`src/rtl/cmt_params.svh`:
```
// Purpose: Constants for the CAN mode and transmit status control block
// Assumes: APB slave, 8-bit registers in the low byte of each word
// Notes: Functional notes follow
`ifndef CMT_PARAMS_SVH
`define CMT_PARAMS_SVH
`define CMT_OFF_MCR     8'h00
`define CMT_OFF_MSR     8'h04
`define CMT_OFF_TSR     8'h08
`define CMT_OFF_TPR     8'h0C
`define CMT_MCR_RST     8'h02
`define CMT_B_TTE       7
`define CMT_B_ABO       6
`define CMT_B_AWU       5
`define CMT_B_NRT       4
`define CMT_B_FLK       3
`define CMT_B_TXO       2
`define CMT_B_SLP       1
`define CMT_B_INR       0
`define CMT_B_WKF       3
`define CMT_B_ERF       2
`define CMT_SYNC_BITS   4'hA
`define CMT_BOFF_GRPS   8'h80
`define CMT_SYNC_GRPS   8'h01
`define CMT_TEC_LIMIT   9'h0FF
`endif

```
`src/rtl/cmt_pkg.sv`:
```
// Purpose: Types for the CAN mode and transmit status control block
// Assumes: Nothing
// Notes: Gray codes along sleep, init, sync, normal, bus-off
package cmt_pkg;
    typedef enum logic [2:0] {
        CMT_SLEEP  = 3'h0,
        CMT_INIT   = 3'h1,
        CMT_SYNC   = 3'h3,
        CMT_NORMAL = 3'h2,
        CMT_BUSOFF = 3'h6
    } cmt_mode_t;
endpackage : cmt_pkg

```
`src/rtl/cmt_ctrl.sv`:
```
// Purpose: CAN master control, master status, transmit status and priority
// Assumes: bit_tick marks each bit sample point; can_rx is an async pin
// Notes: Zero-wait APB reads return data captured in the setup cycle
//
// Register access over APB and the address map were chosen for this implementation.
`timescale 1ns/1ps
`include "cmt_params.svh"
module cmt_ctrl #(
    parameter int ID_W = 29
) (
    input  wire logic              pclk,
    input  wire logic              presetn,
    input  wire logic [7:0]        paddr,
    input  wire logic              psel,
    input  wire logic              penable,
    input  wire logic              pwrite,
    input  wire logic [31:0]       pwdata,
    input  wire logic [3:0]        pstrb,
    output logic [31:0]            prdata,
    output logic                   pready,
    output logic                   pslverr,
    input  wire logic              can_rx,
    input  wire logic              bit_tick,
    input  wire logic              bus_busy,
    input  wire logic [8:0]        tx_error_counter,
    input  wire logic [3:0]        err_status_set,
    input  wire logic [3:0]        err_status_en,
    input  wire logic              wakeup_irq_enable,
    input  wire logic              error_irq_enable,
    input  wire logic              role_rx,
    input  wire logic              role_tx,
    input  wire logic [2:0]        mb_tx_req,
    input  wire logic [2:0]        mb_abort_done,
    input  wire logic              tx_end,
    input  wire logic [1:0]        tx_end_mb,
    input  wire logic              tx_end_ok,
    input  wire logic [3*ID_W-1:0] mb_ident,
    input  wire logic              fifo_full,
    input  wire logic              rx_accept,
    output logic                   time_triggered_enable,
    output logic                   no_retransmit,
    output logic                   tx_order_by_request,
    output logic                   fifo_lock_on_overrun,
    output logic                   bus_enable,
    output logic                   busoff_active,
    output logic                   fifo_store,
    output logic                   fifo_overwrite,
    output logic                   tx_next_valid,
    output logic [1:0]             tx_next_mb,
    output logic                   status_change_irq
);
    cmt_pkg::cmt_mode_t mode_q;
    cmt_pkg::cmt_mode_t mode_d;
    logic [7:0]         ctl_q;
    logic               wkf_q;
    logic               erf_q;
    logic               init_acknowledge_q;
    logic               acting_receiver_q;
    logic               acting_tx_q;
    logic [2:0]         pend_q;
    logic [2:0]         rqcp_q;
    logic [2:0]         txok_q;
    logic [2:0]         older_q [3];
    logic               boff_pend_q;
    logic [3:0]         rec_bits_q;
    logic [7:0]         rec_grp_q;
    logic               rx_meta_q;
    logic               rx_sync_q;
    logic               rx_prev_q;
    logic [31:0]        rdata_q;
    logic               slverr_q;
    logic [1:0]         nxt_mb_q;
    logic               nxt_v_q;
    logic               sof;
    logic               wake_clr;
    logic               cnt_en;
    logic [7:0]         rec_target;
    logic               rec_done;
    logic               wr_en;
    logic               setup;
    logic               sleep_acknowledge;
    logic [2:0]         end_c;
    logic [2:0]         rqcp_clr;
    logic [2:0]         low_c;
    logic [2:0]         top_c;
    logic [2:0]         low_flags;
    logic [1:0]         code_c;
    logic [7:0]         rd_c;
    logic               map_c;

    function automatic logic beats(input int i, input int j);
        logic [ID_W-1:0] a;
        logic [ID_W-1:0] b;
        a = mb_ident[i*ID_W +: ID_W];
        b = mb_ident[j*ID_W +: ID_W];
        if (ctl_q[`CMT_B_TXO])
            beats = older_q[i][j] | (!older_q[j][i] & (i < j));
        else
            beats = (a < b) | ((a == b) & (i < j));
    endfunction : beats

    // Pin synchroniser and start-of-frame edge
    always_ff @(posedge pclk or negedge presetn)
    begin
        if (!presetn)
        begin
            rx_meta_q <= 1'b1;
            rx_sync_q <= 1'b1;
            rx_prev_q <= 1'b1;
        end
        else
        begin
            rx_meta_q <= can_rx;
            rx_sync_q <= rx_meta_q;
            rx_prev_q <= rx_sync_q;
        end
    end
    assign sof = rx_prev_q & ~rx_sync_q;

    // Recessive bit run counting
    assign cnt_en     = (mode_q == cmt_pkg::CMT_SYNC) ||
                        ((mode_q == cmt_pkg::CMT_BUSOFF) && ctl_q[`CMT_B_ABO]);
    assign rec_target = boff_pend_q ? `CMT_BOFF_GRPS : `CMT_SYNC_GRPS;
    assign rec_done   = cnt_en && (rec_grp_q >= rec_target);

    always_ff @(posedge pclk or negedge presetn)
    begin
        if (!presetn)
        begin
            rec_bits_q <= 4'h0;
            rec_grp_q  <= 8'h00;
        end
        else if (!cnt_en || (mode_d != mode_q))
        begin
            rec_bits_q <= 4'h0;
            rec_grp_q  <= 8'h00;
        end
        else if (bit_tick && !rec_done)
        begin
            if (!rx_sync_q)
                rec_bits_q <= 4'h0;
            else if (rec_bits_q == `CMT_SYNC_BITS)
            begin
                rec_bits_q <= 4'h0;
                rec_grp_q  <= rec_grp_q + 8'h01;
            end
            else
                rec_bits_q <= rec_bits_q + 4'h1;
        end
    end

    // Operating mode
    always_comb
    begin
        mode_d   = mode_q;
        wake_clr = 1'b0;
        unique case (mode_q)
            cmt_pkg::CMT_SLEEP:
            begin
                if (ctl_q[`CMT_B_AWU] && sof)
                begin
                    wake_clr = 1'b1;
                    mode_d   = ctl_q[`CMT_B_INR] ? cmt_pkg::CMT_INIT : cmt_pkg::CMT_SYNC;
                end
                else if (!ctl_q[`CMT_B_SLP])
                    mode_d = ctl_q[`CMT_B_INR] ? cmt_pkg::CMT_INIT : cmt_pkg::CMT_SYNC;
            end
            cmt_pkg::CMT_INIT:
            begin
                if (!ctl_q[`CMT_B_INR])
                    mode_d = ctl_q[`CMT_B_SLP] ? cmt_pkg::CMT_SLEEP : cmt_pkg::CMT_SYNC;
            end
            cmt_pkg::CMT_SYNC:
            begin
                if (ctl_q[`CMT_B_INR])
                    mode_d = cmt_pkg::CMT_INIT;
                else if (ctl_q[`CMT_B_SLP])
                    mode_d = cmt_pkg::CMT_SLEEP;
                else if (rec_done)
                    mode_d = cmt_pkg::CMT_NORMAL;
            end
            cmt_pkg::CMT_NORMAL:
            begin
                if (tx_error_counter > `CMT_TEC_LIMIT)
                    mode_d = cmt_pkg::CMT_BUSOFF;
                else if (!bus_busy && ctl_q[`CMT_B_INR])
                    mode_d = cmt_pkg::CMT_INIT;
                else if (!bus_busy && ctl_q[`CMT_B_SLP])
                    mode_d = cmt_pkg::CMT_SLEEP;
            end
            cmt_pkg::CMT_BUSOFF:
            begin
                if (ctl_q[`CMT_B_ABO] && rec_done)
                    mode_d = cmt_pkg::CMT_NORMAL;
                else if (!ctl_q[`CMT_B_ABO] && ctl_q[`CMT_B_INR])
                    mode_d = cmt_pkg::CMT_INIT;
            end
            default:
                mode_d = cmt_pkg::CMT_SLEEP;
        endcase
    end

    always_ff @(posedge pclk or negedge presetn)
    begin
        if (!presetn)
            mode_q <= cmt_pkg::CMT_SLEEP;
        else
            mode_q <= mode_d;
    end

    always_ff @(posedge pclk or negedge presetn)
    begin
        if (!presetn)
            boff_pend_q <= 1'b0;
        else if (mode_d == cmt_pkg::CMT_BUSOFF)
            boff_pend_q <= 1'b1;
        else if (mode_d == cmt_pkg::CMT_NORMAL)
            boff_pend_q <= 1'b0;
    end

    always_ff @(posedge pclk or negedge presetn)
    begin
        if (!presetn)
            init_acknowledge_q <= 1'b0;
        else if (mode_d == cmt_pkg::CMT_INIT)
            init_acknowledge_q <= 1'b1;
        else if ((mode_d == cmt_pkg::CMT_NORMAL) || (mode_d == cmt_pkg::CMT_SLEEP))
            init_acknowledge_q <= 1'b0;
    end

    assign sleep_acknowledge          = (mode_q == cmt_pkg::CMT_SLEEP);
    assign bus_enable    = (mode_q == cmt_pkg::CMT_NORMAL);
    assign busoff_active = (mode_q == cmt_pkg::CMT_BUSOFF);

    // APB access
    assign setup   = psel & ~penable;
    assign pready  = psel & penable;
    assign wr_en   = psel & penable & pwrite & pstrb[0];
    assign prdata  = rdata_q;
    assign pslverr = slverr_q;

    // Control register
    always_ff @(posedge pclk or negedge presetn)
    begin
        if (!presetn)
            ctl_q <= `CMT_MCR_RST;
        else
        begin
            if (wr_en && (paddr == `CMT_OFF_MCR))
                ctl_q <= pwdata[7:0];
            if (wake_clr)
                ctl_q[`CMT_B_SLP] <= 1'b0;
        end
    end
    assign time_triggered_enable = ctl_q[`CMT_B_TTE];
    assign no_retransmit         = ctl_q[`CMT_B_NRT];
    assign tx_order_by_request   = ctl_q[`CMT_B_TXO];
    assign fifo_lock_on_overrun  = ctl_q[`CMT_B_FLK];
    assign fifo_store     = rx_accept & bus_enable & ~fifo_full;
    assign fifo_overwrite = rx_accept & bus_enable & fifo_full & ~ctl_q[`CMT_B_FLK];

    // Master status flags
    always_ff @(posedge pclk or negedge presetn)
    begin
        if (!presetn)
        begin
            wkf_q             <= 1'b0;
            erf_q             <= 1'b0;
            acting_receiver_q <= 1'b0;
            acting_tx_q       <= 1'b0;
        end
        else
        begin
            acting_receiver_q <= role_rx;
            acting_tx_q       <= role_tx;
            if (sleep_acknowledge && sof)
                wkf_q <= 1'b1;
            else if (wr_en && (paddr == `CMT_OFF_MSR) && pwdata[`CMT_B_WKF])
                wkf_q <= 1'b0;
            if (|(err_status_set & err_status_en))
                erf_q <= 1'b1;
            else if (wr_en && (paddr == `CMT_OFF_MSR) && pwdata[`CMT_B_ERF])
                erf_q <= 1'b0;
        end
    end
    assign status_change_irq = (wkf_q & wakeup_irq_enable) | (erf_q & error_irq_enable);

    // Mailbox state
    always_comb
    begin
        for (int i = 0; i < 3; i++)
        begin
            end_c[i]    = tx_end && (tx_end_mb == 2'(i)) && (tx_end_ok || ctl_q[`CMT_B_NRT]);
            rqcp_clr[i] = wr_en && (paddr == `CMT_OFF_TSR) && pwdata[i];
        end
    end

    always_ff @(posedge pclk or negedge presetn)
    begin
        if (!presetn)
        begin
            pend_q <= 3'h0;
            rqcp_q <= 3'h0;
            txok_q <= 3'h0;
        end
        else
        begin
            for (int i = 0; i < 3; i++)
            begin
                if (mb_tx_req[i])
                    pend_q[i] <= 1'b1;
                else if (end_c[i] || mb_abort_done[i])
                    pend_q[i] <= 1'b0;
                if (end_c[i] || mb_abort_done[i])
                    rqcp_q[i] <= 1'b1;
                else if (rqcp_clr[i])
                    rqcp_q[i] <= 1'b0;
                if (end_c[i] && tx_end_ok)
                    txok_q[i] <= 1'b1;
                else if (mb_tx_req[i] || (rqcp_clr[i] && !mb_abort_done[i]))
                    txok_q[i] <= 1'b0;
            end
        end
    end

    // Request order: older_q[i][j] set when i was requested before j
    always_ff @(posedge pclk or negedge presetn)
    begin
        if (!presetn)
        begin
            for (int i = 0; i < 3; i++)
                older_q[i] <= 3'h0;
        end
        else
        begin
            for (int i = 0; i < 3; i++)
            begin
                for (int j = 0; j < 3; j++)
                begin
                    if (mb_tx_req[j] && !mb_tx_req[i] && (i != j))
                        older_q[i][j] <= 1'b1;
                    else if (mb_tx_req[i])
                        older_q[i][j] <= 1'b0;
                end
            end
        end
    end

    // Priority ranking
    always_comb
    begin
        for (int i = 0; i < 3; i++)
        begin
            low_c[i] = pend_q[i];
            top_c[i] = pend_q[i];
            for (int j = 0; j < 3; j++)
            begin
                if ((j != i) && pend_q[j])
                begin
                    low_c[i] = low_c[i] & beats(j, i);
                    top_c[i] = top_c[i] & beats(i, j);
                end
            end
        end
        low_flags = ($countones(pend_q) > 1) ? low_c : 3'h0;
        if (!pend_q[0])
            code_c = 2'h0;
        else if (!pend_q[1])
            code_c = 2'h1;
        else if (!pend_q[2])
            code_c = 2'h2;
        else
            code_c = low_c[2] ? 2'h2 : (low_c[1] ? 2'h1 : 2'h0);
    end

    always_ff @(posedge pclk or negedge presetn)
    begin
        if (!presetn)
        begin
            nxt_mb_q <= 2'h0;
            nxt_v_q  <= 1'b0;
        end
        else
        begin
            nxt_v_q  <= |top_c & (mode_d == cmt_pkg::CMT_NORMAL);
            nxt_mb_q <= top_c[2] ? 2'h2 : (top_c[1] ? 2'h1 : 2'h0);
        end
    end
    assign tx_next_valid = nxt_v_q;
    assign tx_next_mb    = nxt_mb_q;

    // Read mux, reserved bits zero
    always_comb
    begin
        rd_c  = 8'h00;
        map_c = 1'b1;
        unique case (paddr)
            `CMT_OFF_MCR: rd_c = ctl_q;
            `CMT_OFF_MSR: rd_c = {2'b00, acting_receiver_q, acting_tx_q, wkf_q, erf_q, sleep_acknowledge, init_acknowledge_q};
            `CMT_OFF_TSR: rd_c = {1'b0, txok_q, 1'b0, rqcp_q};
            `CMT_OFF_TPR: rd_c = {low_flags, ~pend_q, code_c};
            default:      map_c = 1'b0;
        endcase
    end

    always_ff @(posedge pclk or negedge presetn)
    begin
        if (!presetn)
        begin
            rdata_q  <= 32'h0000_0000;
            slverr_q <= 1'b0;
        end
        else if (setup)
        begin
            rdata_q  <= {24'h00_0000, rd_c};
            slverr_q <= ~map_c;
        end
    end
endmodule : cmt_ctrl

```
`config.mk`:
```
export PLATFORM = sky130hd
export DESIGN_NAME = cmt_ctrl
export DESIGN_NICKNAME = d
export VERILOG_FILES = /design/src/rtl/cmt_pkg.sv /design/src/rtl/cmt_ctrl.sv
export VERILOG_INCLUDE_DIRS = /design/src /design/src/rtl
export SDC_FILE = /design/constraint.sdc
export NUM_CORES = 1
export LEC_CHECK = 0
export ABC_AREA = 1
export CAP_MARGIN = 30
export CELL_PAD_IN_SITES_DETAIL_PLACEMENT = 1
export CELL_PAD_IN_SITES_GLOBAL_PLACEMENT = 2
export CORE_MARGIN = 3
export CORE_UTILIZATION = 35
export CTS_BUF_LIST = sky130_fd_sc_hd__clkbuf_4 sky130_fd_sc_hd__clkbuf_8
export CTS_CLUSTER_DIAMETER = 100
export DETAILED_ROUTE_END_ITERATION = 7
export DONT_BUFFER_PORTS = 1
export GPL_TIMING_DRIVEN = 1
export PLACE_DENSITY = 0.94
export SKIP_LAST_GASP = 1
export SLEW_MARGIN = 10
export SYNTH_ARGS = -nofsm -noshare
export SYNTH_HDL_FRONTEND = slang
export SYNTH_SLANG_ARGS = --single-unit
```
`constraint.sdc`:
```
create_clock -name pclk -period 2.8 [get_ports pclk]
set_input_delay 0.14 -clock pclk [delete_from_list [all_inputs] [get_ports pclk]]
set_output_delay 0.14 -clock pclk [all_outputs]
set_load 0.01 [all_outputs]
```
; After elaboration in Yosys (flattened, before gate mapping)
; Index checks and enable logic that the tools add are counted.
[totals]
mem_bits_rw = 0
out_inout_bits = 46
regBits = 59
latchBits = 0
mem_count = 0
elab_cells = 292
inputBits = 172
romBits = 0
[classes]
order_cmp = 9
n_mul = 0
eq_ne = 17
shift = 0
reduce_logical = 89
addsub = 4
bitwise = 38
n_div = 0
n_mux = 102
[op_table]
columns = op, n
row1 = $lt 29x29->1, 6
row2 = $eq 29x29->1, 3
row3 = $mux 1, 71
row4 = $reduce_bool 2->1, 23
row5 = $mux 8, 5
row6 = $mux 3, 12
row7 = $logic_and 1x1->1, 35
row8 = $pmux 8 s4, 1
row9 = $and 1x1->1, 24
row10 = $eq 8x4->1 const B, 2
row11 = $mux 2, 8
row12 = $mux 4, 4
row13 = $pmux 3 s5, 1
row14 = $logic_not 1->1, 13
row15 = $logic_or 1x1->1, 10
row16 = $eq 3x2->1 const B, 3
row17 = $gt 9x8->1 const B, 1
row18 = $add 8x1->8 const B, 1
row19 = $eq 8x3->1 const B, 1
row20 = $ge 8x8->1, 1
row21 = $logic_not 8->1, 1
row22 = $reduce_or 4->1, 2
row23 = $or 1x1->1, 7
row24 = $eq 3x1->1 const B, 2
row25 = 16 further kinds, 22

; Longest topological paths before layout
[logic_depth]
ltp_word = 14
depth_mapped = 20
ltp_nobuf = 20

; Worst setup path after synthesis
; No wires, ideal clock.
[synth_timing]
path_kind = register to register
startpoint = register rec_grp_q[7]
endpoint = register rec_grp_q[6]
n_path_buf = 1
t_required_ns = 2.677
synth_period_minus_slack_ns = 1.985
stages_incl_launch_ff = 16
t_arrival_ns = 1.862
setup_ns = 0.123
path_slack_ns = 0.815
path_cell_list = dfrtp_1 ha_1 inv_1 nor3_2 nand4_1 nand3_1 nand2_2 nand2_1 nand2_1 a21boi_1 nand2_2 nand2_2 inv_2 buf_6 nand3_1 o21ai_1
[synth_between]
elab_chain_cells = 10
elab_cells_between_ends = 17
classes_between = order compare: 1 / eq/ne: 1 / mux: 6 / reduce/logical: 9
[synth_rtl]
columns = element, line_no
row1 = start: declaration, cmt_ctrl.sv:66  ; logic [7:0] rec_grp_q;
row2 = start signal: assignment, cmt_ctrl.sv:145  ; rec_grp_q <= rec_grp_q + 8'h01;
row3 = $ge 8x8->1 *, cmt_ctrl.sv:124  ; assign rec_done = cnt_en && (rec_grp_q >= rec_target);
row4 = $logic_and 1x1->1 *, cmt_ctrl.sv:124
row5 = $mux 3, cmt_ctrl.sv:179  ; else if (rec_done)
row6 = $mux 3, cmt_ctrl.sv:177  ; else if (ctl_q[`CMT_B_SLP])
row7 = $mux 3, cmt_ctrl.sv:175  ; if (ctl_q[`CMT_B_INR])
row8 = $pmux 3 s5, cmt_ctrl.sv:157  ; unique case (mode_q)
row9 = $ne 3x3->1, cmt_ctrl.sv:133  ; else if (!cnt_en || (mode_d != mode_q))
row10 = $logic_or 1x1->1, cmt_ctrl.sv:133
row11 = $reduce_bool 2->1 (no line), n/a
row12 = $reduce_and 3->1 (no line), n/a
; Mark *: on every way between the ends. The rest lies on a longest branch, timed or not.
; A chain may end at the register's enable or synchronous reset.

; Final worst setup path
[layout_timing]
startpoint = register rec_grp_q[7]
endpoint = register rec_bits_q[0]
[layout_between]
elab_chain_cells = 9
elab_cells_between_ends = 14
classes_between = order compare: 1 / eq/ne: 1 / mux: 6 / reduce/logical: 6
[layout_rtl]
columns = element, line_no
row1 = $ge 8x8->1 *, cmt_ctrl.sv:124
row2 = $logic_and 1x1->1 *, cmt_ctrl.sv:124
row3 = $mux 3, cmt_ctrl.sv:179
row4 = $mux 3, cmt_ctrl.sv:177
row5 = $mux 3, cmt_ctrl.sv:175
row6 = $pmux 3 s5, cmt_ctrl.sv:157
row7 = $ne 3x3->1, cmt_ctrl.sv:133
row8 = $logic_or 1x1->1, cmt_ctrl.sv:133
row9 = $mux 4 / $reduce_bool 2->1 (equally long branches), n/a
row10 = end signal: assignment, cmt_ctrl.sv:148  ; rec_bits_q <= rec_bits_q + 4'h1;
row11 = end: declaration, cmt_ctrl.sv:65  ; logic [3:0] rec_bits_q;
; Marks and branches as above.

==> out/metrics.csv <==
stage,metric,value,unit
hold_path,min_path_type,input port to register,
synthesis,yosysSeqAreaShare,25.8,%
worst_setup_path,critPathTopFamily,simple AND/OR/NAND/NOR gates,
floorplan,pin_count,218,
run_status,status,"finished, final reports clean",
placed_design,dpl.hpwl,13900,um
placed_design,gp_congestion,0.840,
floorplan,rows,46,
floorplan,die_w,134,um
cells_and_area,final_util,39.9,%
worst_setup_path,cp.required,3.08,ns
grt,antenna_found_initial,0,
routing,vias,5226,
synthesis,synth-main-ff-cell,dfrtp_1,
routing,detail_route.wl_per_cell,15.4,um
routing,drt-total-wl,16600,um
cells_and_area,drive_gt1_share,5.57,%
grt,grt-ovfl-total,0,
worst_setup_path,critPathBufInv,2,
clocking,clk_pin_slew,0.07,ns
floorplan,dieArea,0.0180,mm^2
timing,setup_tns,0,ns
clocking,cts-root-buf,clkbuf_8,
worst_setup_path,cpMaxStageDelayCell,dfrtp_1,
clocking,holdBufCountCts,26,
worst_setup_path,start_kind,register,
routing,antenna_left,0,
routing,drt_iter0_markers,171,
floorplan,coreArea,0.0159,mm^2
clocking,cts_tree,done,
pwr,leakage,3.48,nW
placed_design,portBuffers,0,
worst_setup_path,arrival,2.62,ns
timing,max_freq,0.426,GHz
timing,final.setup_skew,0.0165,ns
cells_and_area,stdcell_count,1077,
grt,grt_pass1_vias,5704,
routing,viasPerCell,4.85,
floorplan,initial_utilization,36.0,%
clocking,htree_num_levels,3,
synthesis,synthArstFlopShare,100,%
timing,drv_slew,0,
flow_run,drv_cap,0,
synthesis,syn-cell-area,0.00574,mm^2
synthesis,synthCells,824,
cells_and_area,num_antenna_cells,0,
timing,finalHoldViolations,0,
cells_and_area,area_delta_synth_final,11.0,%
worst_setup_path,critPathCaptureType,register,
timing,period_needed,2.35,ns
synthesis,yosys.area.top_type,dfrtp_1,
timing,slew_headroom,53.1,%
worst_setup_path,critPathMaxFanout,11,
clocking,ctsResizeCount,0,
pwr,p_total,0.00228,W
worst_setup_path,path_cells,ha_1 -> inv_1 -> o21bai_1 -> a31oi_1 -> nand3_1 -> nand2_2 -> o21ai_1 -> nand2_1 -> nand2_1 -> nor2_2 -> nand2_2 -> inv_2 -> nand3_1 -> o21ai_2,
clocking,post_cts_buffers,0,
synthesis,ys_ff_latch,59,
grt,track_usage,18.7,%
synthesis,synth-warning-count,0,
worst_setup_path,worstSetupPathType,register to register,
synthesis,yosys-top-cells-area,"dfrtp_1 24%, ha_1 20%, nand2_1 13%",
synthesis,synth_edf_count,0,
timing,finalCritPeriodShare,83.9,%
synthesis,postSynthAreaPerCell,6.96,um^2
routing,drt_first_pass_iters,5,
worst_setup_path,slowest_delay,0.41,ns
timing,setup_violations,0,
timing,worstMarginPinSlew,0.698,ns
grt,grt_max_degree,60,
routing,drc,0,
synthesis,synth_top_area_share,24.0,%
clocking,cts_buffers,9,
clocking,cts_sinks,59,
pwr,vdd_drop_max,0.176,mV
grt,grt_pass1_wl,27600,um
timing,grt_setup_unrepaired,false,
clocking,cts_buffer_depth,2,
floorplan,fp.dieH,134,um
synthesis,synth_cell_type_count,47,
cells_and_area,fin_nets,1121,
pwr,power_density,357,mW/mm^2
clocking,clock_latency,0.35,ns
placed_design,dpl.cell_count,1035,
-- layout by cell type (no fill, tap or decap), types with 9 or more instances in the layout --
| cell type | synthesis | final |
|---|---|---|
| a21oi_1 | 43 | 43 |
| o21ai_0 | 20 | 20 |
| clkbuf_8 | 0 | 10 |
| dlygate4sd3_1 | 0 | 25 |
| o21ai_1 | 10 | 10 |
| conb_1 | 1 | 24 |
| nor3_1 | 9 | 9 |
| nand4_1 | 11 | 11 |
| nor2_1 | 78 | 78 |
| inv_1 | 156 | 156 |
| nand2_1 | 202 | 202 |
| ha_1 | 93 | 93 |
| dfrtp_1 | 55 | 55 |
| nand3_1 | 42 | 42 |
-- layout make-up --
cell class / instances / area (um^2)
well taps: 216 / 270
repair buffers: 29 / 300
multi-input cells: 595 / 3510
flip-flops and latches: 59 / 1480
inverters: 162 / 608
clock inverters: 5 / 52.6
clock buffers: 11 / 145
fillers: 2070 / 9570
-- Yosys cell counts (all sizes together) (2+ instances only) --
cell and instances:
a21o 4, buf 27, dfstp 4, o21ai 32, nand3b 2, o2bb2ai 2
nor3 10, inv 162, nand2 207, a22o 2, nor4 6, nor2 81
clkbuf 4, xor2 6, dfrtp 55, and3 2, ha 93, a21oi 44
a221oi 6, o22ai 5, nand4 11, nand3 43, o31ai 5
-- routing by layer --
layer / vias up / share of wire [%] / track usage, %
met1: 2422 / 45 / 23.2
met3: 18 / 6.4 / 5.21
met4: 0 / 1.2 / 4.98
met2: 124 / 48 / 32.3
li1: 2662 / - / -
met5: - / 0 / 0
-- through the flow --
| stage | hold slack, ns | area [um^2] | setup slack (ns) |
|---|---|---|---|
| after global routing | 0.0291 | 6370 | 0.221 |
| after floorplan | -0.156 | 5820 | 0.815 |
| final | 0.0121 | 6370 | 0.452 |
| after CTS | 0.00367 | 6370 | 0.452 |
| after global placement | -0.154 | 5890 | 0.593 |
| after detailed placement | -0.154 | 5890 | 0.473 |
-- cell families after synthesis --
logic type	count (synthesis)	synth area share [%]
simple gates	362	26.7
xor+xnor	6	0.916
flops	59	25.8
fa+ha+maj	93	20.3
buf+inv	193	14.5
other cells	1	0.0654
compound gates	110	11.7
-- final timing paths --
kind | cells after the start | from | slack [ns] | end
min in group asynchronous | 2 | presetn | 0.34 | rec_bits_q[0]
worst min-delay path | 3 | pwdata[1] | 0.01 | rqcp_q[1]
worst min register to register | 0 | rx_meta_q | 0.34 | rx_sync_q
worst max register to register | 14 | rec_grp_q[7] | 0.45 | rec_bits_q[0]
worst max-delay path | 14 | rec_grp_q[7] | 0.45 | rec_bits_q[0]
max in group asynchronous | 2 | presetn | 2.16 | ctl_q[1]
-- tightest hold or removal path, stage by stage --
cell and delay [ns]:
nand3_1 0.09, nand2_1 0.05, nand2_1 0.04
-- power breakdown --
group	internal (W)	switching [W]
sequential	0.000889	0.0000351
clock	0.000441	0.000364
combinational	0.000215	0.000331
-- registers in the layout, indices dropped and copies added (netlist names), 2 cells and up --
register,count
ctl_q,8
prdata,8
rec_grp_q,8
older_q,6
rec_bits_q,4
mode_q,3
pend_q,3
rqcp_q,3
txok_q,3
tx_next_mb,2
(Power assumes the default switching activity.)
